`config.mk`:
```
export PLATFORM = sky130hd
export DESIGN_NAME = hs_timer
export DESIGN_NICKNAME = d
export VERILOG_FILES = /design/src/rtl/hs_timer_pkg.sv /design/src/rtl/hs_tick_gen.sv /design/src/rtl/hs_dead_time.sv /design/src/rtl/hs_timer.sv
export SDC_FILE = /design/constraint.sdc
export NUM_CORES = 1
export LEC_CHECK = 0
export ABC_AREA = 0
export BUFFER_PORTS_ARGS = -buffer_cell sky130_fd_sc_hd__buf_4
export CAP_MARGIN = 10
export CORE_ASPECT_RATIO = 1.25
export CORE_MARGIN = 2
export CORE_UTILIZATION = 50
export DETAILED_ROUTE_END_ITERATION = 6
export GPL_ROUTABILITY_DRIVEN = 0
export PLACE_DENSITY_LB_ADDON = 0.3
export SETUP_SLACK_MARGIN = 0.3
export SLEW_MARGIN = 20
export SYNTH_ARGS = -nofsm -noshare
export SYNTH_HDL_FRONTEND = slang
export SYNTH_SLANG_ARGS = --single-unit
export TNS_END_PERCENT = 10
```
`constraint.sdc`:
```
create_clock -name clock_i -period 3 [get_ports clock_i]
set_clock_uncertainty 0.05 [all_clocks]
set_input_delay 0.15 -clock clock_i [delete_from_list [all_inputs] [get_ports clock_i]]
set_output_delay 0.15 -clock clock_i [all_outputs]
set_load 0.01 [all_outputs]
```
`src/rtl/hs_timer_pkg.sv`:
```
/*
  Shared constants and types of the high speed timer: register
  index map, field positions, reset values and compare output codes.
  Assumes an 8-bit register port with a 4-bit register index.
*/
package hs_timer_pkg;
  localparam int CNT_W = 10;
  localparam int PRESC_MIN_W = 14;
  typedef logic [CNT_W-1:0] cnt_t;

  // Register index map
  localparam logic [3:0] A_CNT_LO = 4'h0;
  localparam logic [3:0] A_HIGH_BUF = 4'h1;
  localparam logic [3:0] A_CMP_A = 4'h2;
  localparam logic [3:0] A_CMP_B = 4'h3;
  localparam logic [3:0] A_TOP = 4'h4;
  localparam logic [3:0] A_CMP_D = 4'h5;
  localparam logic [3:0] A_CTRL_A = 4'h6;
  localparam logic [3:0] A_CTRL_B = 4'h7;
  localparam logic [3:0] A_COM = 4'h8;
  localparam logic [3:0] A_DEAD = 4'h9;
  localparam logic [3:0] A_FLAGS = 4'hA;
  localparam logic [3:0] A_IRQ_EN = 4'hB;
  localparam logic [3:0] A_PLL = 4'hC;

  // Field positions
  localparam int CS_LSB = 0;
  localparam int DTPS_LSB = 4;
  localparam int WGM_BIT = 6;
  localparam int INV_BIT = 7;
  localparam int PWM_EN_LSB = 0;
  localparam int FORCE_LSB = 3;
  localparam int DT_HI_LSB = 4;
  localparam int DT_LO_LSB = 0;
  localparam int PLL_TM_LSB = 0;
  localparam int PLL_LOCK_BIT = 7;

  // Values
  localparam cnt_t TOP_RST = 10'h0FF;
  localparam cnt_t CNT_MAX = 10'h3FF;
  localparam cnt_t CNT_ZERO = 10'h000;
  localparam cnt_t CNT_ONE = 10'h001;
  localparam logic [3:0] CS_STOP = 4'h0;
  localparam logic [1:0] COM_NONE = 2'h0;
  localparam logic [1:0] COM_TOGGLE = 2'h1;
  localparam logic [1:0] COM_CLEAR = 2'h2;
  localparam logic [1:0] COM_SET = 2'h3;

  typedef enum logic {DIR_UP, DIR_DOWN} dir_e;

  typedef struct packed {
    logic [3:0] addr;
    logic [7:0] wdata;
    logic wr;
    logic rd;
  } bus_req_s;

  typedef struct packed {
    logic [3:0] rise;
    logic [3:0] fall;
    logic invert;
  } dt_cfg_s;
endpackage

```
`src/rtl/hs_tick_gen.sv`:
```
/*
  Timer tick prescaler: selection zero stops, selection n ticks
  once every 2^(n-1) clocks. Assumes one clock and a clock enable.
*/
`timescale 1ns/1ps
module hs_tick_gen #(
  parameter int PRESC_W = 14
) (
  input wire logic clock_i,
  input wire logic sys_rst_i,
  input wire logic ce_i,
  input wire logic [3:0] clock_select_i,
  output logic tick_o
);
  logic [PRESC_W-1:0] presc;
  logic [PRESC_W-1:0] mask;

  if (PRESC_W < hs_timer_pkg::PRESC_MIN_W) begin : g_chk
    $error("prescaler narrower than largest division");
  end

  // Low bits that must be all ones for a tick
  always_comb begin
    for (int i = 0; i < PRESC_W; i++) begin
      mask[i] = (i + 1) < int'(clock_select_i);
    end
  end

  // Divider restarts while stopped so the first tick is clean
  always_ff @(posedge clock_i) begin
    if (sys_rst_i) begin
      presc <= '0;
    end else if (ce_i) begin
      if (clock_select_i == hs_timer_pkg::CS_STOP) begin
        presc <= '0;
      end else begin
        presc <= presc + PRESC_W'(1);
      end
    end
  end

  assign tick_o = ce_i && (clock_select_i != hs_timer_pkg::CS_STOP) &&
                  ((presc & mask) == mask);
endmodule // hs_tick_gen

```
`src/rtl/hs_dead_time.sv`:
```
/*
  Dead time generator for one channel: turns the waveform into a
  non-overlapping complementary pair. Assumes the timer tick and a
  prescaled dead time tick from the same clock.
*/
`timescale 1ns/1ps
module hs_dead_time (
  input wire logic clock_i,
  input wire logic sys_rst_i,
  input wire logic ce_i,
  input wire logic tick_i,
  input wire logic dt_tick_i,
  input wire logic enable_i,
  input wire logic wave_i,
  input wire hs_timer_pkg::dt_cfg_s cfg_i,
  output logic oc_true_o,
  output logic oc_comp_o
);
  logic wave_d;
  logic [3:0] dcnt;
  logic [3:0] next_dcnt;
  logic out_t;
  logic out_c;
  logic edge_seen;

  assign edge_seen = wave_i != wave_d;
  assign next_dcnt = edge_seen ? (wave_i ? cfg_i.rise : cfg_i.fall) : dcnt;

  // Both outputs low while counting; rising output waits for zero
  always_ff @(posedge clock_i) begin
    if (sys_rst_i) begin
      wave_d <= 1'b0;
      dcnt <= 4'h0;
      out_t <= 1'b0;
      out_c <= 1'b0;
    end else if (ce_i && tick_i) begin
      wave_d <= wave_i;
      if (!enable_i) begin
        out_t <= wave_i;
        out_c <= 1'b0;
        dcnt <= 4'h0;
      end else if (next_dcnt == 4'h0) begin
        out_t <= wave_i;
        out_c <= ~wave_i;
        dcnt <= 4'h0;
      end else begin
        out_t <= 1'b0;
        out_c <= 1'b0;
        dcnt <= dt_tick_i ? next_dcnt - 4'h1 : next_dcnt;
      end
    end
  end

  assign oc_true_o = out_t ^ (cfg_i.invert && enable_i);
  assign oc_comp_o = out_c ^ (cfg_i.invert && enable_i);
endmodule // hs_dead_time

```
`src/rtl/hs_timer.sv`:
```
/*
  Ten-bit high speed timer/counter: counter with stop, PWM and
  up-down sequences, three compare channels with flags, double
  buffered compare values and dead time output pairs.
  Assumes a CPU master on the plain 8-bit register port, one clock,
  and one interrupt service pulse per flag from the CPU side.
*/
// Operation
// - Zero count raises bottom indication
// - All ones count means maximum
// - Top from register C, resets 255
// - Tick clears, increments or decrements counter
// - Select zero stops; counter stays accessible
// - Counter write beats count operations
// - Match sets flag one tick later
// - Flag requests interrupt; service or one clears
// - PWM double buffers; normal writes direct
// - Reads return most recently written value
// - Force updates waveform, no flag, no reload
// - Counter write blocks next tick's matches
// - Mode switch keeps output level
// - Output mode changes act at once
// - Per channel complementary dead time pair
// - Dead time prescale 1, 2, 4, 8
// - Edge loads nibble, delays rising output
// - High nibble true, low complementary
// - Outputs lag waveform one tick minimum
// - Inversion bit inverts both pair outputs of channels with dead time on
// - Low byte access uses shared high buffer
// - Normal mode counts zero to top
`timescale 1ns/1ps
module hs_timer (
  input wire logic clock_i,
  input wire logic sys_rst_i,
  input wire logic ce_i,
  input wire hs_timer_pkg::bus_req_s bus_req_i,
  output logic [7:0] rdata_o,
  input wire logic [3:0] int_ack_i,
  input wire logic pll_lock_i,
  output logic [3:0] irq_o,
  output logic [2:0] oc_true_o,
  output logic [2:0] oc_comp_o,
  output logic bottom_o,
  output logic max_o
);
  // Write strobe decode for one register
  function automatic logic wr_hit(hs_timer_pkg::bus_req_s r,
                                  logic [3:0] a);
    return r.wr && (r.addr == a);
  endfunction

  // Register index of compare slot k; slot 2 is the top
  function automatic logic [3:0] slot_addr(int k);
    case (k)
      0: return hs_timer_pkg::A_CMP_A;
      1: return hs_timer_pkg::A_CMP_B;
      2: return hs_timer_pkg::A_TOP;
      default: return hs_timer_pkg::A_CMP_D;
    endcase
  endfunction

  // Waveform level after a non-PWM match
  function automatic logic com_level(logic [1:0] com, logic cur);
    case (com)
      hs_timer_pkg::COM_TOGGLE: return ~cur;
      hs_timer_pkg::COM_CLEAR: return 1'b0;
      hs_timer_pkg::COM_SET: return 1'b1;
      default: return cur;
    endcase
  endfunction

  logic [3:0] clock_select_field;
  logic [1:0] dead_time_prescale;
  logic waveform_gen_bit;
  logic pwm_inversion_bit;
  logic [2:0] channel_pwm_enable;
  logic [5:0] compare_output_mode;
  logic [7:0] dead_time_reg;
  logic [3:0] irq_enable;
  logic [1:0] fast_postscaler_field;
  logic [1:0] shared_high_byte_buffer;
  hs_timer_pkg::cnt_t count_value;
  hs_timer_pkg::cnt_t next_count;
  hs_timer_pkg::cnt_t compare_value_reg [4];
  hs_timer_pkg::cnt_t compare_active [4];
  hs_timer_pkg::cnt_t top_value_reg;
  hs_timer_pkg::cnt_t wr_word;
  hs_timer_pkg::dir_e count_dir;
  hs_timer_pkg::dir_e next_dir;
  hs_timer_pkg::dt_cfg_s dt_cfg;
  logic [3:0] flags;
  logic [3:0] flag_set;
  logic [3:0] flag_clr;
  logic match_block;
  logic timer_tick;
  logic [2:0] waveform_output;
  logic [2:0] force_compare_strobe;
  logic [2:0] cmp_hit;
  logic [2:0] dt_div;
  logic [2:0] dt_mask;
  logic dt_tick;
  logic lock_s1;
  logic lock_s2;
  logic lock_s3;
  logic pll_lock_flag;
  logic cnt_wr;
  logic pwm_mode;
  logic up_down;
  logic at_top;
  logic at_zero;
  logic ovf_event;
  logic buf_update;
  logic [7:0] rd_val;
  logic [1:0] rd_hi;
  logic rd_latch;

  assign wr_word = {shared_high_byte_buffer, bus_req_i.wdata};
  assign cnt_wr = wr_hit(bus_req_i, hs_timer_pkg::A_CNT_LO);
  assign pwm_mode = |channel_pwm_enable;
  assign up_down = pwm_mode && waveform_gen_bit;
  assign top_value_reg = compare_active[2];
  assign at_top = count_value == top_value_reg;
  assign at_zero = count_value == hs_timer_pkg::CNT_ZERO;
  assign bottom_o = at_zero;
  assign max_o = count_value == hs_timer_pkg::CNT_MAX;

  hs_tick_gen #(
    .PRESC_W(hs_timer_pkg::PRESC_MIN_W)
  ) u_tick (
    .clock_i(clock_i),
    .sys_rst_i(sys_rst_i),
    .ce_i(ce_i),
    .clock_select_i(clock_select_field),
    .tick_o(timer_tick)
  );

  // Control registers; force bits are strobes and not stored
  always_ff @(posedge clock_i) begin
    if (sys_rst_i) begin
      clock_select_field <= hs_timer_pkg::CS_STOP;
      dead_time_prescale <= 2'h0;
      waveform_gen_bit <= 1'b0;
      pwm_inversion_bit <= 1'b0;
      channel_pwm_enable <= 3'h0;
      compare_output_mode <= 6'h00;
      dead_time_reg <= 8'h00;
      irq_enable <= 4'h0;
      fast_postscaler_field <= 2'h0;
    end else if (ce_i) begin
      if (wr_hit(bus_req_i, hs_timer_pkg::A_CTRL_A)) begin
        clock_select_field <= bus_req_i.wdata[hs_timer_pkg::CS_LSB +: 4];
        dead_time_prescale <= bus_req_i.wdata[hs_timer_pkg::DTPS_LSB +: 2];
        waveform_gen_bit <= bus_req_i.wdata[hs_timer_pkg::WGM_BIT];
        pwm_inversion_bit <= bus_req_i.wdata[hs_timer_pkg::INV_BIT];
      end
      if (wr_hit(bus_req_i, hs_timer_pkg::A_CTRL_B)) begin
        channel_pwm_enable <=
          bus_req_i.wdata[hs_timer_pkg::PWM_EN_LSB +: 3];
      end
      if (wr_hit(bus_req_i, hs_timer_pkg::A_COM)) begin
        compare_output_mode <= bus_req_i.wdata[5:0];
      end
      if (wr_hit(bus_req_i, hs_timer_pkg::A_DEAD)) begin
        dead_time_reg <= bus_req_i.wdata;
      end
      if (wr_hit(bus_req_i, hs_timer_pkg::A_IRQ_EN)) begin
        irq_enable <= bus_req_i.wdata[3:0];
      end
      if (wr_hit(bus_req_i, hs_timer_pkg::A_PLL)) begin
        fast_postscaler_field <=
          bus_req_i.wdata[hs_timer_pkg::PLL_TM_LSB +: 2];
      end
    end
  end

  assign force_compare_strobe =
    (wr_hit(bus_req_i, hs_timer_pkg::A_CTRL_B) && !pwm_mode) ?
    bus_req_i.wdata[hs_timer_pkg::FORCE_LSB +: 3] : 3'h0;

  // Lock pin is asynchronous: three stages, change once 2 and 3 agree
  always_ff @(posedge clock_i) begin
    if (sys_rst_i) begin
      lock_s1 <= 1'b0;
      lock_s2 <= 1'b0;
      lock_s3 <= 1'b0;
      pll_lock_flag <= 1'b0;
    end else if (ce_i) begin
      lock_s1 <= pll_lock_i;
      lock_s2 <= lock_s1;
      lock_s3 <= lock_s2;
      if (lock_s2 == lock_s3) begin
        pll_lock_flag <= lock_s3;
      end
    end
  end

  // Next count; a write wins over whatever the tick would do
  always_comb begin
    next_count = count_value;
    next_dir = count_dir;
    if (cnt_wr) begin
      next_count = wr_word;
    end else if (timer_tick) begin
      if (!up_down) begin
        next_dir = hs_timer_pkg::DIR_UP;
        next_count = at_top ? hs_timer_pkg::CNT_ZERO :
                     count_value + hs_timer_pkg::CNT_ONE;
      end else if (count_dir == hs_timer_pkg::DIR_UP) begin
        if (at_top) begin
          next_dir = hs_timer_pkg::DIR_DOWN;
          next_count = count_value - hs_timer_pkg::CNT_ONE;
        end else begin
          next_count = count_value + hs_timer_pkg::CNT_ONE;
        end
      end else begin
        if (at_zero) begin
          next_dir = hs_timer_pkg::DIR_UP;
          next_count = count_value + hs_timer_pkg::CNT_ONE;
        end else begin
          next_count = count_value - hs_timer_pkg::CNT_ONE;
        end
      end
    end
  end

  // Counter and direction
  always_ff @(posedge clock_i) begin
    if (sys_rst_i) begin
      count_value <= hs_timer_pkg::CNT_ZERO;
      count_dir <= hs_timer_pkg::DIR_UP;
    end else if (ce_i) begin
      count_value <= next_count;
      count_dir <= next_dir;
    end
  end

  always_ff @(posedge clock_i) begin
    if (sys_rst_i) begin
      match_block <= 1'b0;
    end else if (ce_i) begin
      if (cnt_wr) begin
        match_block <= 1'b1;
      end else if (timer_tick) begin
        match_block <= 1'b0;
      end
    end
  end

  assign buf_update = timer_tick && pwm_mode && (up_down ? at_zero : at_top);

  // Compare slots: written copy and the copy the comparators use
  always_ff @(posedge clock_i) begin
    if (sys_rst_i) begin
      for (int k = 0; k < 4; k++) begin
        compare_value_reg[k] <= (k == 2) ? hs_timer_pkg::TOP_RST :
                                hs_timer_pkg::CNT_ZERO;
        compare_active[k] <= (k == 2) ? hs_timer_pkg::TOP_RST :
                             hs_timer_pkg::CNT_ZERO;
      end
    end else if (ce_i) begin
      for (int k = 0; k < 4; k++) begin
        if (buf_update) begin
          compare_active[k] <= compare_value_reg[k];
        end
        if (wr_hit(bus_req_i, slot_addr(k))) begin
          compare_value_reg[k] <= wr_word;
          if (!pwm_mode) begin
            compare_active[k] <= wr_word;
          end
        end
      end
    end
  end

  assign ovf_event = up_down ?
    (count_dir == hs_timer_pkg::DIR_DOWN && at_zero) : at_top;
  assign flag_set[0] = timer_tick && !cnt_wr && ovf_event;
  assign flag_set[3:1] = cmp_hit;
  assign flag_clr = int_ack_i |
    (wr_hit(bus_req_i, hs_timer_pkg::A_FLAGS) ? bus_req_i.wdata[3:0] : 4'h0);

  // Clear by service or one; a same-cycle set wins
  always_ff @(posedge clock_i) begin
    if (sys_rst_i) begin
      flags <= 4'h0;
    end else if (ce_i) begin
      flags <= (flags & ~flag_clr) | flag_set;
    end
  end

  assign irq_o = flags & irq_enable;

  assign dt_mask = 3'h7 >> (2'h3 - dead_time_prescale);
  assign dt_tick = timer_tick && ((dt_div & dt_mask) == dt_mask);
  always_ff @(posedge clock_i) begin
    if (sys_rst_i) begin
      dt_div <= 3'h0;
    end else if (ce_i && timer_tick) begin
      dt_div <= dt_div + 3'h1;
    end
  end

  assign dt_cfg = '{rise: dead_time_reg[hs_timer_pkg::DT_HI_LSB +: 4],
                    fall: dead_time_reg[hs_timer_pkg::DT_LO_LSB +: 4],
                    invert: pwm_inversion_bit};

  // Channels A, B and D; slot 2 holds the top and has no output
  for (genvar i = 0; i < 3; i++) begin : g_ch
    localparam int S = (i == 2) ? 3 : i;
    logic [1:0] com;
    logic wave;
    logic dt_en;
    logic pwm_lvl;
    assign com = compare_output_mode[2*i +: 2];
    assign cmp_hit[i] = timer_tick && !match_block &&
                        (count_value == compare_active[S]);
    assign dt_en = channel_pwm_enable[i] &&
                   (com == hs_timer_pkg::COM_TOGGLE);
    // Level at a PWM match; mode 11 gives the inverted waveform
    assign pwm_lvl = (up_down && count_dir == hs_timer_pkg::DIR_DOWN) ^
                     (com == hs_timer_pkg::COM_SET);
    assign waveform_output[i] = wave;

    always_ff @(posedge clock_i) begin
      if (sys_rst_i) begin
        wave <= 1'b0;
      end else if (ce_i) begin
        if (!channel_pwm_enable[i]) begin
          if (cmp_hit[i] || force_compare_strobe[i]) begin
            wave <= com_level(com, wave);
          end
        end else if (com != hs_timer_pkg::COM_NONE) begin
          if (cmp_hit[i]) begin
            wave <= pwm_lvl;
          end
          if (timer_tick && !up_down && !cnt_wr && at_top) begin
            wave <= com != hs_timer_pkg::COM_SET;
          end
        end
      end
    end

    hs_dead_time u_dt (
      .clock_i(clock_i),
      .sys_rst_i(sys_rst_i),
      .ce_i(ce_i),
      .tick_i(timer_tick),
      .dt_tick_i(dt_tick),
      .enable_i(dt_en),
      .wave_i(wave),
      .cfg_i(dt_cfg),
      .oc_true_o(oc_true_o[i]),
      .oc_comp_o(oc_comp_o[i])
    );
  end

  always_comb begin
    rd_val = 8'h00;
    rd_hi = shared_high_byte_buffer;
    rd_latch = 1'b0;
    case (bus_req_i.addr)
      hs_timer_pkg::A_CNT_LO: begin
        rd_val = count_value[7:0];
        rd_hi = count_value[9:8];
        rd_latch = 1'b1;
      end
      hs_timer_pkg::A_HIGH_BUF: rd_val = {6'h00, shared_high_byte_buffer};
      hs_timer_pkg::A_CTRL_A: rd_val = {pwm_inversion_bit, waveform_gen_bit,
                                        dead_time_prescale, clock_select_field};
      hs_timer_pkg::A_CTRL_B: rd_val = {5'h00, channel_pwm_enable};
      hs_timer_pkg::A_COM: rd_val = {2'h0, compare_output_mode};
      hs_timer_pkg::A_DEAD: rd_val = dead_time_reg;
      hs_timer_pkg::A_FLAGS: rd_val = {4'h0, flags};
      hs_timer_pkg::A_IRQ_EN: rd_val = {4'h0, irq_enable};
      hs_timer_pkg::A_PLL: rd_val = {pll_lock_flag, 5'h00,
                                     fast_postscaler_field};
      default: begin
        for (int k = 0; k < 4; k++) begin
          if (bus_req_i.addr == slot_addr(k)) begin
            rd_val = compare_value_reg[k][7:0];
            rd_hi = compare_value_reg[k][9:8];
            rd_latch = 1'b1;
          end
        end
      end
    endcase
  end

  always_ff @(posedge clock_i) begin
    if (sys_rst_i) begin
      shared_high_byte_buffer <= 2'h0;
    end else if (ce_i) begin
      if (wr_hit(bus_req_i, hs_timer_pkg::A_HIGH_BUF)) begin
        shared_high_byte_buffer <= bus_req_i.wdata[1:0];
      end else if (bus_req_i.rd && rd_latch) begin
        shared_high_byte_buffer <= rd_hi;
      end
    end
  end

  // Read data stands only in the cycle after the strobe
  always_ff @(posedge clock_i) begin
    if (sys_rst_i) begin
      rdata_o <= 8'h00;
    end else if (ce_i) begin
      rdata_o <= bus_req_i.rd ? rd_val : 8'h00;
    end
  end
endmodule // hs_timer

```
======== After elaboration in Yosys (flattened, before gate mapping) ========
Memory sizes are Yosys's and may differ from the RTL's.
Index checks and enable logic that the tools add are counted.
cells by class
  add/sub/neg operators ................... 8
  multipliers ............................. 0
  divide/modulo/power cells ............... 0
  order comparisons ....................... 14
  equal/unequal tests ..................... 46
  shift-type cells ........................ 1
  mux-type cells .......................... 144
  bitwise operators ....................... 32
  reductions and logical operators ........ 81
operator list
  operator                 count
  $mux W10                 19
  $mux W4                  28
  $mux W1                  78
  $pmux W8 S9              1
  $eq A10 B10 Y1           4
  $mux W8                  5
  $logic_and A1 B1 Y1      39
  $eq A4 B4 Y1             8
  $lt A4 B4 Y1 const A     7
  $eq A4 B4 Y1 const B     5
  $logic_not A4 Y1         5
  $lt A3 B4 Y1 const A     4
  $reduce_and A2 Y1        8
  $reduce_bool A2 Y1       8
  $reduce_bool A4 Y1       4
  $reduce_and A5 Y1        3
  $add A14 B1 Y14 const B  1
  $and A14 B14 Y14         1
  $eq A14 B14 Y1           1
  $mux W14                 1
  $eq A2 B2 Y1 const B     6
  $mux W2                  6
  $or A1 B1 Y1             12
  $sub A4 B1 Y4 const B    3
  36 further kinds         69
storage, ports and cells
  flip-flop bits (word level) ............. 102
  bits in latches ......................... 0
  bits in writable memories ............... 80
  memory bits (read-only) ................. 0
  input port bits ......................... 22
  output and inout port bits .............. 20
  word-level logic and storage cells ...... 364
  memories ................................ 2
memories
  memory             words  bits a word  read ports  clocked after memory_dff  wr ports  RTL line        RTL
  compare_active     4      10           4           0                         4         hs_timer.sv:85  hs_timer_pkg::cnt_t compare_active [4];
  compare_value_reg  4      10           4           0                         4         hs_timer.sv:84  hs_timer_pkg::cnt_t compare_value_reg [4];

======== Logic depth before layout (Yosys ltp) ========
Gate-level depths: netlist of run 1.
  word-level depth ........................ 12
  mapped depth ............................ 11
  depth with buffers taken out ............ 10

======== By module ========
Synthesis of run 1 repeated with hierarchy kept, for this count alone.
second synthesis, totals
  cells, all modules ...................... 1146
  area, all modules ....................... 10563.9 µm²
modules (own cells, without submodules)
  module        instances  cells each  area each (µm²)  sequential area each (µm²)
  hs_timer      1          862         8176.6           3743.6
  hs_dead_time  3          60          526.8            140.1
  hs_tick_gen   1          104         807.0            280.3

======== Least setup slack after synthesis of run 1 ========
No wires, ideal clock.
  kind .................................... reg2reg
  from .................................... register count_value[1]
  to ...................................... memory compare_active[0][0] (netlist name) (enable)
  library setup time ...................... 304 ps
  data arrival time ....................... 2379 ps
  required time ........................... 2646 ps
  path slack .............................. 267 ps
  cell stages (with the launch flop) ...... 10
  buffers on the path ..................... 1
  clock period less this slack ............ 2733 ps
  cell sequence ........................... dfxtp_1 -> clkbuf_1 -> inv_1 -> ha_1 -> nor3b_2 -> nand3_1 -> inv_2 -> a21oi_1 -> nor3_2 -> or3_1
RTL lines
  item                      RTL line         RTL
  start: declaration        hs_timer.sv:82   hs_timer_pkg::cnt_t count_value;
  start signal: assignment  hs_timer.sv:229  count_value <= hs_timer_pkg::CNT_ZERO;
  start signal: assignment  hs_timer.sv:232  count_value <= next_count;
  end: declaration          hs_timer.sv:85

==> results by group, run 1 <==
CTS
  – CTS sink count: ~180
  – Longest Clk Path Bufs: 2
  – CTS clk-pin slew, worst paths: roughly 70 ps
  – Maximum level of the CTS H-tree: 4
  – CTS tree: done
  – CTS root buffer: clkbuf_16
  – Clock buffer count from CTS: 17
  – Worst skew pair latency: between 400 and 500 ps

Final layout
  – Fillers: around 1,900
  – Layout net count: 1,193
  – Util after Layout: between 50% and 60%
  – Area Growth Syn to Fin: 11.9%
  – Most frequent cells in the layout: 103 x nor2_1, 102 x nand2_1, 99 x dfxtp_1
  – Layout cells sized above 1: between 10% and 20%
  – Ant diodes: 0
  – Commonest non-fill, non-tap cell in the layout: nor2_1

STA
  – Slew @ Worst Pin: around 770 ps
  – Relative slew slack: between 40% and 50%
  – Final hold violations: 0
  – Period minus WS final: around 2700 ps
  – Final setup violation count: 0
  – Fin crit share: about nine tenths
  – Hold Slack: 13.4 ps
  – Setup TNS: 0 ps
  – Max Transition Viols Final: 0
  – RSZ-0062 raised after global routing: yes
  – Max Clk Rate: roughly 370 MHz

Floorplanning
  – Num rows: 59
  – Core footprint: approximately 21,000 um2
  – Die width: around 130 um
  – Die Ht: 166 um
  – Die area: around 22,000 um2
  – Initial cell density of the core: between 50 and 60%
  – # IOs: 42

Logic synthesis
  – Synth unique cells: 76
  – Post-synth top area cell: edfxtp_1
  – YS warnings: 0
  – Synthesized area per cell: between 9 and 10 um2
  – Ys flop type: dfxtp_1
  – Netlist Area Pre-Place: approximately 10,000 um2
  – Synthesized Nets: between 1,000 and 1,500
  – Share of the synthesized area in the top cell type: between 20% and 30%
  – Post-synth EDFFs: 80
  – Cells after synthesis: ~1,100
  – Seq cells post-synth: 182
  – Asr flop ratio synth: 0%
  – Register area share after synthesis: a little over two fifths
  – Area contributors post-synth: edfxtp_1 23%, dfxtp_1 20%, mux2i_1 6.1%

Power
  – Logic pwr share: under 10%
  – Static Leak: roughly 4.3 nW
  – P_int: around 4.0 mW
  – Switching power: about 1.4 mW
  – Net Sw Frac: a little over a quarter
  – Maximum ir drop on the vdd rail: between 0.4 and 0.5 mV
  – Clock power share: roughly 43%
  – PD cells: between 400 and 500 nW/um2
  – Sequential share of power: 50.3%

Global routing
  – Global-route wire length before repair: between 40,000 and 50,000 um
  – Vias in the first global route: 8,459
  – All-Layer GR Usage: around 29%
  – Remaining global-route overflow: 0
  – Largest net degree at the start of global routing: 53
  – Initial antenna violation count: 0

Drt
  – Vias: 9,117
  – Drt first pass iters: 5
  – WL/cell: 22.0 um
  – Drt total wl: ~32,000 um
  – Vias/cell: about 6.3
  – Final ANT Viol Nets: 0
  – DRC: 0
  – Initial DRC Count: 992

Setup path
  – CP bufs+invs: 1
  – CP Max Fanout: 10
  – Crit path DAT: 2770 ps
  – CP Capture Type: flip-flop
  – Crit start category: flip-flop
  – Crit-path max cell delay: 530 ps
  – Crit-path cells: nor4_2, nand2b_4, a2111oi_2, o2111a_2, o21ai_4, nor3_2, buf_4, or3_1
  – WS Path Type: flip-flop to flip-flop
  – Worst path required time: a little over 3000 ps
  – CP max-delay cell: or3_1
  – Crit path max-delay family: simple AND/OR/NAND/NOR gates

Outcome
  – Status: completed

Run
  – Max cap viols: 0

Hold path
  – Worst min path class: primary input to flip-flop

Placed design
  – Hpwl dp: around 23,000 um
  – IO Port Bufs: a little over 40
-- through the flow --
stage          cell area [um2]  setup WS [ps]  power, mW  instances
6_report                 11700            311       5.35       1451
5_1_grt                  11700            199       5.48       1451
4_1_cts                  11700            248       5.36       1450
3_5_place_dp             11100            226       3.11       1417
3_3_place_gp             11100            326       3.11       1417
2_1_floorplan            10500            366       2.95       1146
-- cells by family after synthesis --
group,Yosys count,share of synthesized area (%)
flip-flops,182,42.5
XOR/XNOR,71,5.94
adder cells (fa/ha/maj),7,0.837
buffers and inverters,119,5.05
AND/OR/NAND/NOR,429,21.1
AO/OA/AOI/OAI,266,17.6
multiplexers,72,7.02
-- layout make-up --
cell class	count	area, um2	share of cell area [%]
clock inverters	15	178	1.52
flip-flops and latches	182	4450	38.0
repair buffers	93	713	6.09
clock buffers	17	425	3.63
well taps	274	343	2.93
multi-input cells	845	5510	47.0
inverters	25	93.8	0.802
-- cells in the mapped netlist, types with 32 or more instances --
cell / count
mux2i_1: 64
xnor2_1: 35
a22o_1: 32
clkbuf_1: 61
o21ai_0: 32
nand2_1: 103
a21oi_1: 76
dfxtp_1: 102
nand3_1: 32
and2_1: 41
xor2_1: 36
nor2_1: 103
edfxtp_1: 80
-- worst paths after layout --
kind	from	to	slack [ps]	cells past startpoint
worst max register to register	clock_select_field[3]	compare_active[0][7]	310	8
worst min-delay path	sys_rst_i	rdata_o[4]	10	2
worst max-delay path	clock_select_field[3]	compare_active[0][7]	310	8
worst min register to register	lock_s3	pll_lock_flag	420	2
-- worst reg2reg max path, stage by stage, from the launching register on --
cell       delay [ps]
dfxtp_1           370
nor4_2            420
nand2b_4          260
a2111oi_2          60
o2111a_2          230
o21ai_4           210
nor3_2             70
buf_4             170
or3_1             530
-- power by group through the flow --
stage	sequential [mW]	combinational, mW	clock [mW]
finish	2.69	0.377	2.28
global route	2.70	0.396	2.39
floorplan	2.72	0.231	0
detailed placement	2.75	0.361	0
global placement	2.75	0.358	0
CTS	2.69	0.364	2.30
-- layer usage --
layer	global-route usage, %	vias up	routed length [um]
li1	-	4189	-
met1	37.5	4303	12600
met2	47.1	511	15200
met3	4.37	114	2670
met4	14.5	0	1560
met5	0	-	0
-- repair_timing --
action	4_1_cts	5_1_grt
hold endpoints to repair	1	0
endpoints found under the setup margin	77	76
resized for setup	1	8
hold buffers	1	0
pin swaps	0	1
setup buffers	0	1
Note: power is estimated with default switching activity, not from simulation.
==> run 2, diff against run 1 <==
--- a/config.mk
+++ b/config.mk
@@ -14,6 +14,7 @@
 export DETAILED_ROUTE_END_ITERATION = 6
 export GPL_ROUTABILITY_DRIVEN = 0
 export PLACE_DENSITY_LB_ADDON = 0.3
+export RECOVER_POWER = 50
 export SETUP_SLACK_MARGIN = 0.3
 export SLEW_MARGIN = 20
 export SYNTH_ARGS = -nofsm -noshare
==> run 2 against run 1 <==
Compared with the run above:
- the flow now finishes with violations (max-capacitance violations, max-slew violations)
- highest routed layer unchanged
- register-to-register slack barely moved
- clock power hardly changed
- cell area shrank 0.72%
- critical path type is now primary input to flip-flop
- combinational power fell by 2%
- critical endpoint is now shared_high_byte_buffer[0]
==> results by group, run 2 (synthesized netlist as in run 1, its figures left out) <==
STA
  – RSZ-0062 raised after global routing: yes
  – Setup TNS: 0 ps (unchanged)
  – Period minus WS final: 2750 ps (+63.7 ps)
  – Fin crit share: 91.8% (+2.1 points)
  – Final setup violation count: 0 (unchanged)
  – Max Transition Viols Final: 42 (+42)
  – Relative slew slack: -36.0% (-85 points)
  – Slew @ Worst Pin: 2040 ps (+1270 ps)
  – Final hold violations: 0 (unchanged)
  – Max Clk Rate: 363 MHz (-2.3%)
  – Hold Slack: 7.34 ps (-6.01 ps)
  – Worst setup margin: 247 ps (-63.7 ps)

Placed design
  – Hpwl dp: 22,600 um (unchanged)
  – IO Port Bufs: 41 (unchanged)
  – Dpl ws: 226 ps (unchanged)

Setup path
  – CP Max Fanout: 17 (+7)
  – WS Path Type: primary input to flip-flop
  – Crit path DAT: 2920 ps (+150 ps)
  – Worst path required time: 3170 ps (+90 ps)
  – Crit-path cells: clkbuf_1, nand2_1, nor3_1, buf_4, mux2i_1, a211oi_1, a211oi_1, nor3_1, a21oi_1, a211oi_1
  – Crit start category: primary input
  – FF-to-FF path depth: 8 (unchanged)
  – R2R Path Start: clock_select_field[3]
  – Reg2reg end: compare_active[0][7]
  – CP Capture Type: flip-flop
  – R2r setup slk: 320 ps (about the same)
  – Crit-path most repeated cell: a211oi_1
  – Crit-path max cell delay: 600 ps (+70 ps)
  – CP max-delay cell: clkbuf_1

Hold path
  – Hold path start: sys_rst_i
  – WHS Endpoint: rdata_o[4]
  – Hold depth: 2 (unchanged)
  – Worst min path class: primary input to flip-flop

Drt
  – DRC: 0 (unchanged)
  – Vias: 9,075 (-0.46%)
  – Drt first pass iters: 5 (unchanged)
  – Initial DRC Count: 972 (-2.0%)
  – Drt total wl: 32,000 um (about the same)
  – Final ANT Viol Nets: 0 (unchanged)
  – WL/cell: 22.0 um (about the same)
  – Vias/cell: 6.25 (-0.46%)

Floorplanning
  – Die Ht: 166 um (unchanged)
  – Die area: 22,100 um2 (unchanged)
  – Core footprint: 20,700 um2 (unchanged)
  – Initial cell density of the core: 50.6% (unchanged)
  – Num rows: 59 (unchanged)
  – Die width: 133 um (unchanged)
  – # IOs: 42 (unchanged)

Global routing
  – Vias in the first global route: 8,459 (unchanged)
  – Remaining global-route overflow: 0 (unchanged)
  – Initial antenna violation count: 0 (unchanged)
  – Largest net degree at the start of global routing: 53 (unchanged)
  – All-Layer GR Usage: 28.9% (unchanged)
  – Global-route wire length before repair: 49,100 um (unchanged)

CTS
  – Worst skew pair latency: 450 ps (about the same)
  – CTS tree: done
  – CTS root buffer: clkbuf_16
  – CTS clk-pin slew, worst paths: 70 ps (about the same)
  – CTS sink count: 182 (unchanged)
  – Clock buffer count from CTS: 17 (unchanged)
  – Longest Clk Path Bufs: 2 (unchanged)
  – Maximum level of the CTS H-tree: 4 (unchanged)

Power
  – Static Leak: 4.19 nW (-2.3%)
  – Maximum ir drop on the vdd rail: 0.437 mV (+0.55%)
  – Switching power: 1.40 mW (+0.51%)
  – Clock power share: 42.8% (+0.2 points)
  – Total power: 5.35 mW (about the same)
  – Net Sw Frac: 26.2% (+0.12 points)
  – PD cells: 460 nW/um2 (+0.76%)
  – Logic pwr share: 6.9% (about the same)
  – P_int: 3.95 mW (-0.13%)
  – Sequential share of power: 50.3% (about the same)

Final layout
  – Multi-input combinational cell area: 5490 um2 (-0.30%)
  – Fillers: 1,911 (+1.0%)
  – Layout cells sized above 1: 12.0% (-1.8 points)
  – Commonest non-fill, non-tap cell in the layout: nor2_1
  – Register area: 4450 um2 (unchanged)
  – Ant diodes: 0 (unchanged)
  – Most frequent cells in the layout: 103 x nor2_1, 102 x nand2_1, 99 x dfxtp_1
  – Area Growth Syn to Fin: 11.1%
  – Util after Layout: 56.2% (-0.41 points)
  – Layout net count: 1,193 (unchanged)

Outcome
  – Status: finished with violations
  – Failing checks: max-capacitance violations, max-slew violations

Run
  – Max cap viols: 1 (+1)
run 2: cell count changes in the layout (fill, tap and decap cells not counted), moves of 2 or more:
| cell | previous run | this run |
|---|---|---|
| and2_0 | 1 | 23 |
| and2_1 | 41 | 19 |
| buf_4 | 91 | 73 |
| clkbuf_1 | 0 | 18 |
| nor3_1 | 30 | 32 |
| nor3_2 | 3 | 1 |
run 2: cell type report:
class                   count  share of cell area, %
clock buffers              17                   3.66
inverters                  25                  0.807
flip-flops and latches    182                   38.3
multi-input cells         845                   47.2
clock inverters            15                   1.53
repair buffers             93                   5.55
well taps                 274                   2.95
run 2: critical path, delay by kind of cell:
family          cells  cell delay, ps
simple gates        3             970
buf+inv             2             870
compound gates      4             660
mux                 1             260
run 2: how the worst max path moves through the flow:
stage / slack [ps] / cells after the start / start / endpoint
4_1_cts: 250 / 9 / clock_select_field[0] / compare_active[0][1]
6_report: 250 / 10 / bus_req_i[11] / shared_high_byte_buffer[0]
3_5_place_dp: 230 / 9 / clock_select_field[0] / compare_active[0][11]
2_1_floorplan: 370 / 9 / count_value[1] / compare_active[0][0]
3_3_place_gp: 330 / 9 / clock_select_field[0] / compare_active[0][19]
5_1_grt: 140 / 10 / bus_req_i[11] / shared_high_byte_buffer[0]
run 2: through the flow:
stage          instance area [um2]  std cells
2_1_floorplan                10500       1146
3_3_place_gp                 11100       1417
3_5_place_dp                 11100       1417
4_1_cts                      11700       1450
5_1_grt                      11600       1451
6_report                     11600       1451
run 2: repair_timing:
item | CTS | global route
resized for setup | 1 | 8
hold buffers | 1 | 0
pin swaps | 0 | 1
setup buffers | 0 | 1
hold endpoints to repair | 1 | 0
endpoints found under the setup margin | 77 | 76
run 2: layer usage:
layer | vias to the layer above | wire [um] | global-route usage, %
li1 | 4195 | - | -
met1 | 4278 | 12700 | 37.5
met2 | 490 | 15100 | 47.1
met3 | 112 | 2620 | 4.37
met4 | 0 | 1520 | 14.5
met5 | - | 0 | 0
run 2: power by group through the flow:
stage                     Sequential (mW)  Combinational, mW  Clock, mW
after floorplan                      2.72              0.231          0
after global placement               2.75              0.358          0
after detailed placement             2.75              0.361          0
after CTS                            2.69              0.364       2.30
after global routing                 2.70              0.390       2.39
final                                2.69              0.369       2.29
==> run 3, diff against run 2 <==
--- a/config.mk
+++ b/config.mk
@@ -19,5 +19,6 @@
 export SLEW_MARGIN = 20
 export SYNTH_ARGS = -nofsm -noshare
 export SYNTH_HDL_FRONTEND = slang
+export SYNTH_HIERARCHICAL = 1
 export SYNTH_SLANG_ARGS = --single-unit
 export TNS_END_PERCENT = 10
==> run 3 against run 2 <==
Compared with the run above:
- the run still ends with max-capacitance violations, max-slew violations left
- clock-buffer cell count did not move
- die area rose by 0.92%
- synthesized cell count did not move
- largest cell class unchanged
- first-iteration DRC count rose by 4.8%
- worst setup slack got worse by 160 ps
- cell area rose by 3.7%
- wire length rose by 4.8%
- maximum frequency fell by 5.5%
- combinational power rose by 22%
- clock power barely moved
- register-to-register slack got worse by 160 ps
- non-clock buffer count rose by 20
==> results by group, run 3 <==
Logic synthesis
  – Post-synth EDFFs: 80 (unchanged)
  – Seq cells post-synth: 182 (unchanged)
  – Ys flop type: dfxtp_1
  – Synthesized Nets: 1,175 (unchanged)
  – Synth unique cells: 84 (+11%)
  – Share of the synthesized area in the top cell type: 22.7% (-0.21 points)
  – Asr flop ratio synth: 0% (unchanged)
  – Register area share after synthesis: 42.1% (-0.40 points)
  – Post-synth top area cell: edfxtp_1
  – Cells after synthesis: 1,146 (unchanged)
  – Cell with the most instances after synthesis: dfxtp_1
  – Area contributors post-synth: edfxtp_1 23%, dfxtp_1 19%, mux2i_1 5.0%
  – YS warnings: 6 (+6)
  – Synthesized area per cell: 9.22 um2 (+0.94%)
  – Netlist Area Pre-Place: 10,600 um2 (+0.94%)
  – Top post-synthesis cells by count: 102 x dfxtp_1, 101 x nand2_1, 91 x nor2_1, 89 x a21oi_1, 80 x edfxtp_1

Setup path
  – WS Path Type: primary input to flip-flop
  – CP Capture Type: flip-flop
  – FF-to-FF path depth: 13 (+5)
  – Crit start category: primary input
  – Worst path required time: 3030 ps (-140 ps)
  – CP Max Fanout: 28 (+11)
  – R2R Path Start: clock_select_field[1]
  – Reg2reg end: g_ch[1].wave
  – Crit-path cells: dlygate4sd3_1, clkbuf_1, clkbuf_2, inv_1, nand2_1
  – CP max-delay cell: clkbuf_2
  – Crit-path max cell delay: 690 ps (+90 ps)
  – R2r setup slk: 160 ps (-160 ps)
  – Crit path DAT: 2940 ps (+20 ps)

Global routing
  – Initial antenna violation count: 0 (unchanged)
  – Largest net degree at the start of global routing: 46 (-13%)
  – Remaining global-route overflow: 0 (unchanged)
  – Vias in the first global route: 9,148 (+8.1%)
  – Global-route wire length before repair: 52,200 um (+6.3%)
  – All-Layer GR Usage: 30.3% (+1.4 points)

CTS
  – Longest Clk Path Bufs: 2 (unchanged)
  – CTS tree: done
  – Maximum level of the CTS H-tree: 4 (unchanged)
  – CTS sink count: 182 (unchanged)
  – Worst skew pair latency: 440 ps (about the same)
  – Clock buffer count from CTS: 17 (unchanged)
  – CTS clk-pin slew, worst paths: 80 ps (about the same)
  – CTS root buffer: clkbuf_16

Drt
  – WL/cell: 22.6 um (+2.5%)
  – Drt total wl: 33,500 um (+4.8%)
  – Final ANT Viol Nets: 0 (unchanged)
  – Vias: 9,461 (+4.3%)
  – DRC: 0 (unchanged)
  – Drt first pass iters: 5 (unchanged)
  – Vias/cell: 6.38 (+2.0%)
  – Initial DRC Count: 1,019 (+4.8%)

Hold path
  – Hold depth: 4 (+2)
  – WHS Endpoint: flags[0]
  – Worst min path class: primary input to flip-flop
  – Hold path start: int_ack_i[0]

Outcome
  – Failing checks: max-capacitance violations, max-slew violations
  – Status: finished with violations

STA
  – Fin crit share: 97.1% (+5.3 points)
  – Slew @ Worst Pin: 1510 ps (-527 ps)
  – Final setup violation count: 0 (unchanged)
  – Relative slew slack: -0.922% (+35 points)
  – Setup TNS: 0 ps (unchanged)
  – Worst setup margin: 87.7 ps (-160 ps)
  – Final hold violations: 0 (unchanged)
  – Hold Slack: 21.4 ps (+14.0 ps)
  – RSZ-0062 raised after global routing: yes
  – Max Clk Rate: 343 MHz (-5.5%)
  – Max Transition Viols Final: 35 (-17%)
  – Period minus WS final: 2910 ps (+160 ps)

Final layout
  – Util after Layout: 58.1% (+1.9 points)
  – Most frequent cells in the layout: 100 x nand2_1, 98 x dfxtp_1, 90 x nor2_1
  – Fillers: 1,819 (-4.8%)
  – Area Growth Syn to Fin: 14.1%
  – Layout cells sized above 1: 15.9% (+3.9 points)
  – Layout net count: 1,225 (+2.7%)
  – Post-route cell area: 12,000 um2 (+3.7%)
  – Commonest non-fill, non-tap cell in the layout: nand2_1
  – Ant diodes: 0 (unchanged)

Run
  – Max cap viols: 1 (unchanged)

Placed design
  – Hpwl dp: 23,500 um (+4.3%)
  – Instance area at placement: 11,300 um2 (+2.4%)
  – IO Port Bufs: 41 (unchanged)
  – Dpl ws: -35.2 ps (-262 ps)

Floorplanning
  – Die area: 22,300 um2 (+0.92%)
  – # IOs: 42 (unchanged)
  – Die width: 134 um (+0.46%)
  – Die Ht: 167 um (+0.46%)
  – Num rows: 59 (unchanged)
  – Core footprint: 20,700 um2 (+0.36%)
  – Initial cell density of the core: 50.9% (+0.30 points)

Power
  – Maximum ir drop on the vdd rail: 0.417 mV (-4.5%)
  – Static Leak: 3.95 nW (-5.7%)
  – PD cells: 449 nW/um2 (-2.5%)
## run 3: cell types whose count changed in the layout (fill, tap and decap cells not counted), moves of 12 or more
| cell | before | now |
|---|---|---|
| o21ai_0 | 32 | 44 |
| nor4_1 | 19 | 6 |
| xor2_1 | 36 | 8 |
| xnor2_1 | 35 | 57 |
| nor2_1 | 103 | 90 |
| a211oi_1 | 20 | 4 |
## run 3: critical path, delay by kind of cell
| kind | cells | cell delay [ps] |
|---|---|---|
| buffers and inverters | 4 | 2270 |
| AND/OR/NAND/NOR | 1 | 500 |
## run 3: area by class of cell
| type | count | area [um2] | area share (%) |
|---|---|---|---|
| Multi-Input combinational cell | 854 | 5740 | 47.7 |
| Sequential cell | 182 | 4460 | 37.0 |
| Timing Repair Buffer | 113 | 812 | 6.74 |
| Clock buffer | 17 | 425 | 3.53 |
| Tap cell | 274 | 343 | 2.85 |
| Clock inverter | 15 | 165 | 1.37 |
| Inverter | 28 | 105 | 0.872 |
## run 3: logic make-up after synthesis
| group | share of synthesized area (%) |
|---|---|
| compound gates | 19.3 |
| xor+xnor | 5.54 |
| fa+ha+maj | 0.829 |
| buf+inv | 4.77 |
| flops | 42.1 |
| mux | 6.98 |
| simple gates | 20.5 |
## run 3: timing repair
item,CTS,global route
pin swaps,11,0
gates resized for setup,11,8
gates cloned,0,0
buffers inserted,12,0
setup endpoints to repair,94,108
endpoints found under the hold margin,8,0
hold buffers,3,0
## run 3: report_power, final
group          internal, mW  total, mW  switching [mW]
sequential             2.64       2.69          0.0559
combinational         0.147      0.452           0.305
clock                  1.18       2.26            1.08
## run 3: worst max path at each step
stage,from,to,slack [ps],cells past startpoint
after floorplan,clock_select_field[0],g_ch[2].wave,80,12
after global placement,clock_select_field[0],g_ch[1].wave,80,12
after detailed placement,clock_select_field[0],g_ch[1].wave,-40,12
after CTS,clock_select_field[1],count_value[1],230,10
after global routing,clock_select_field[1],g_ch[1].wave,30,13
final,sys_rst_i,compare_value_reg[3][1],90,5
## run 3: stage by stage
stage / instances / power, mW
2_1_floorplan: 1146 / 3.00
3_3_place_gp: 1436 / 3.18
3_5_place_dp: 1436 / 3.18
4_1_cts: 1483 / 5.41
5_1_grt: 1483 / 5.54
6_report: 1483 / 5.41
## run 3: routing by layer
layer / share of wire (%) / vias up / GRT usage [%]
li1: - / 4299 / -
met3: 9.2 / 137 / 6.06
met4: 7.2 / 0 / 19.5
met1: 37 / 4507 / 37.2
met2: 46 / 518 / 48.6
met5: 0 / - / 0
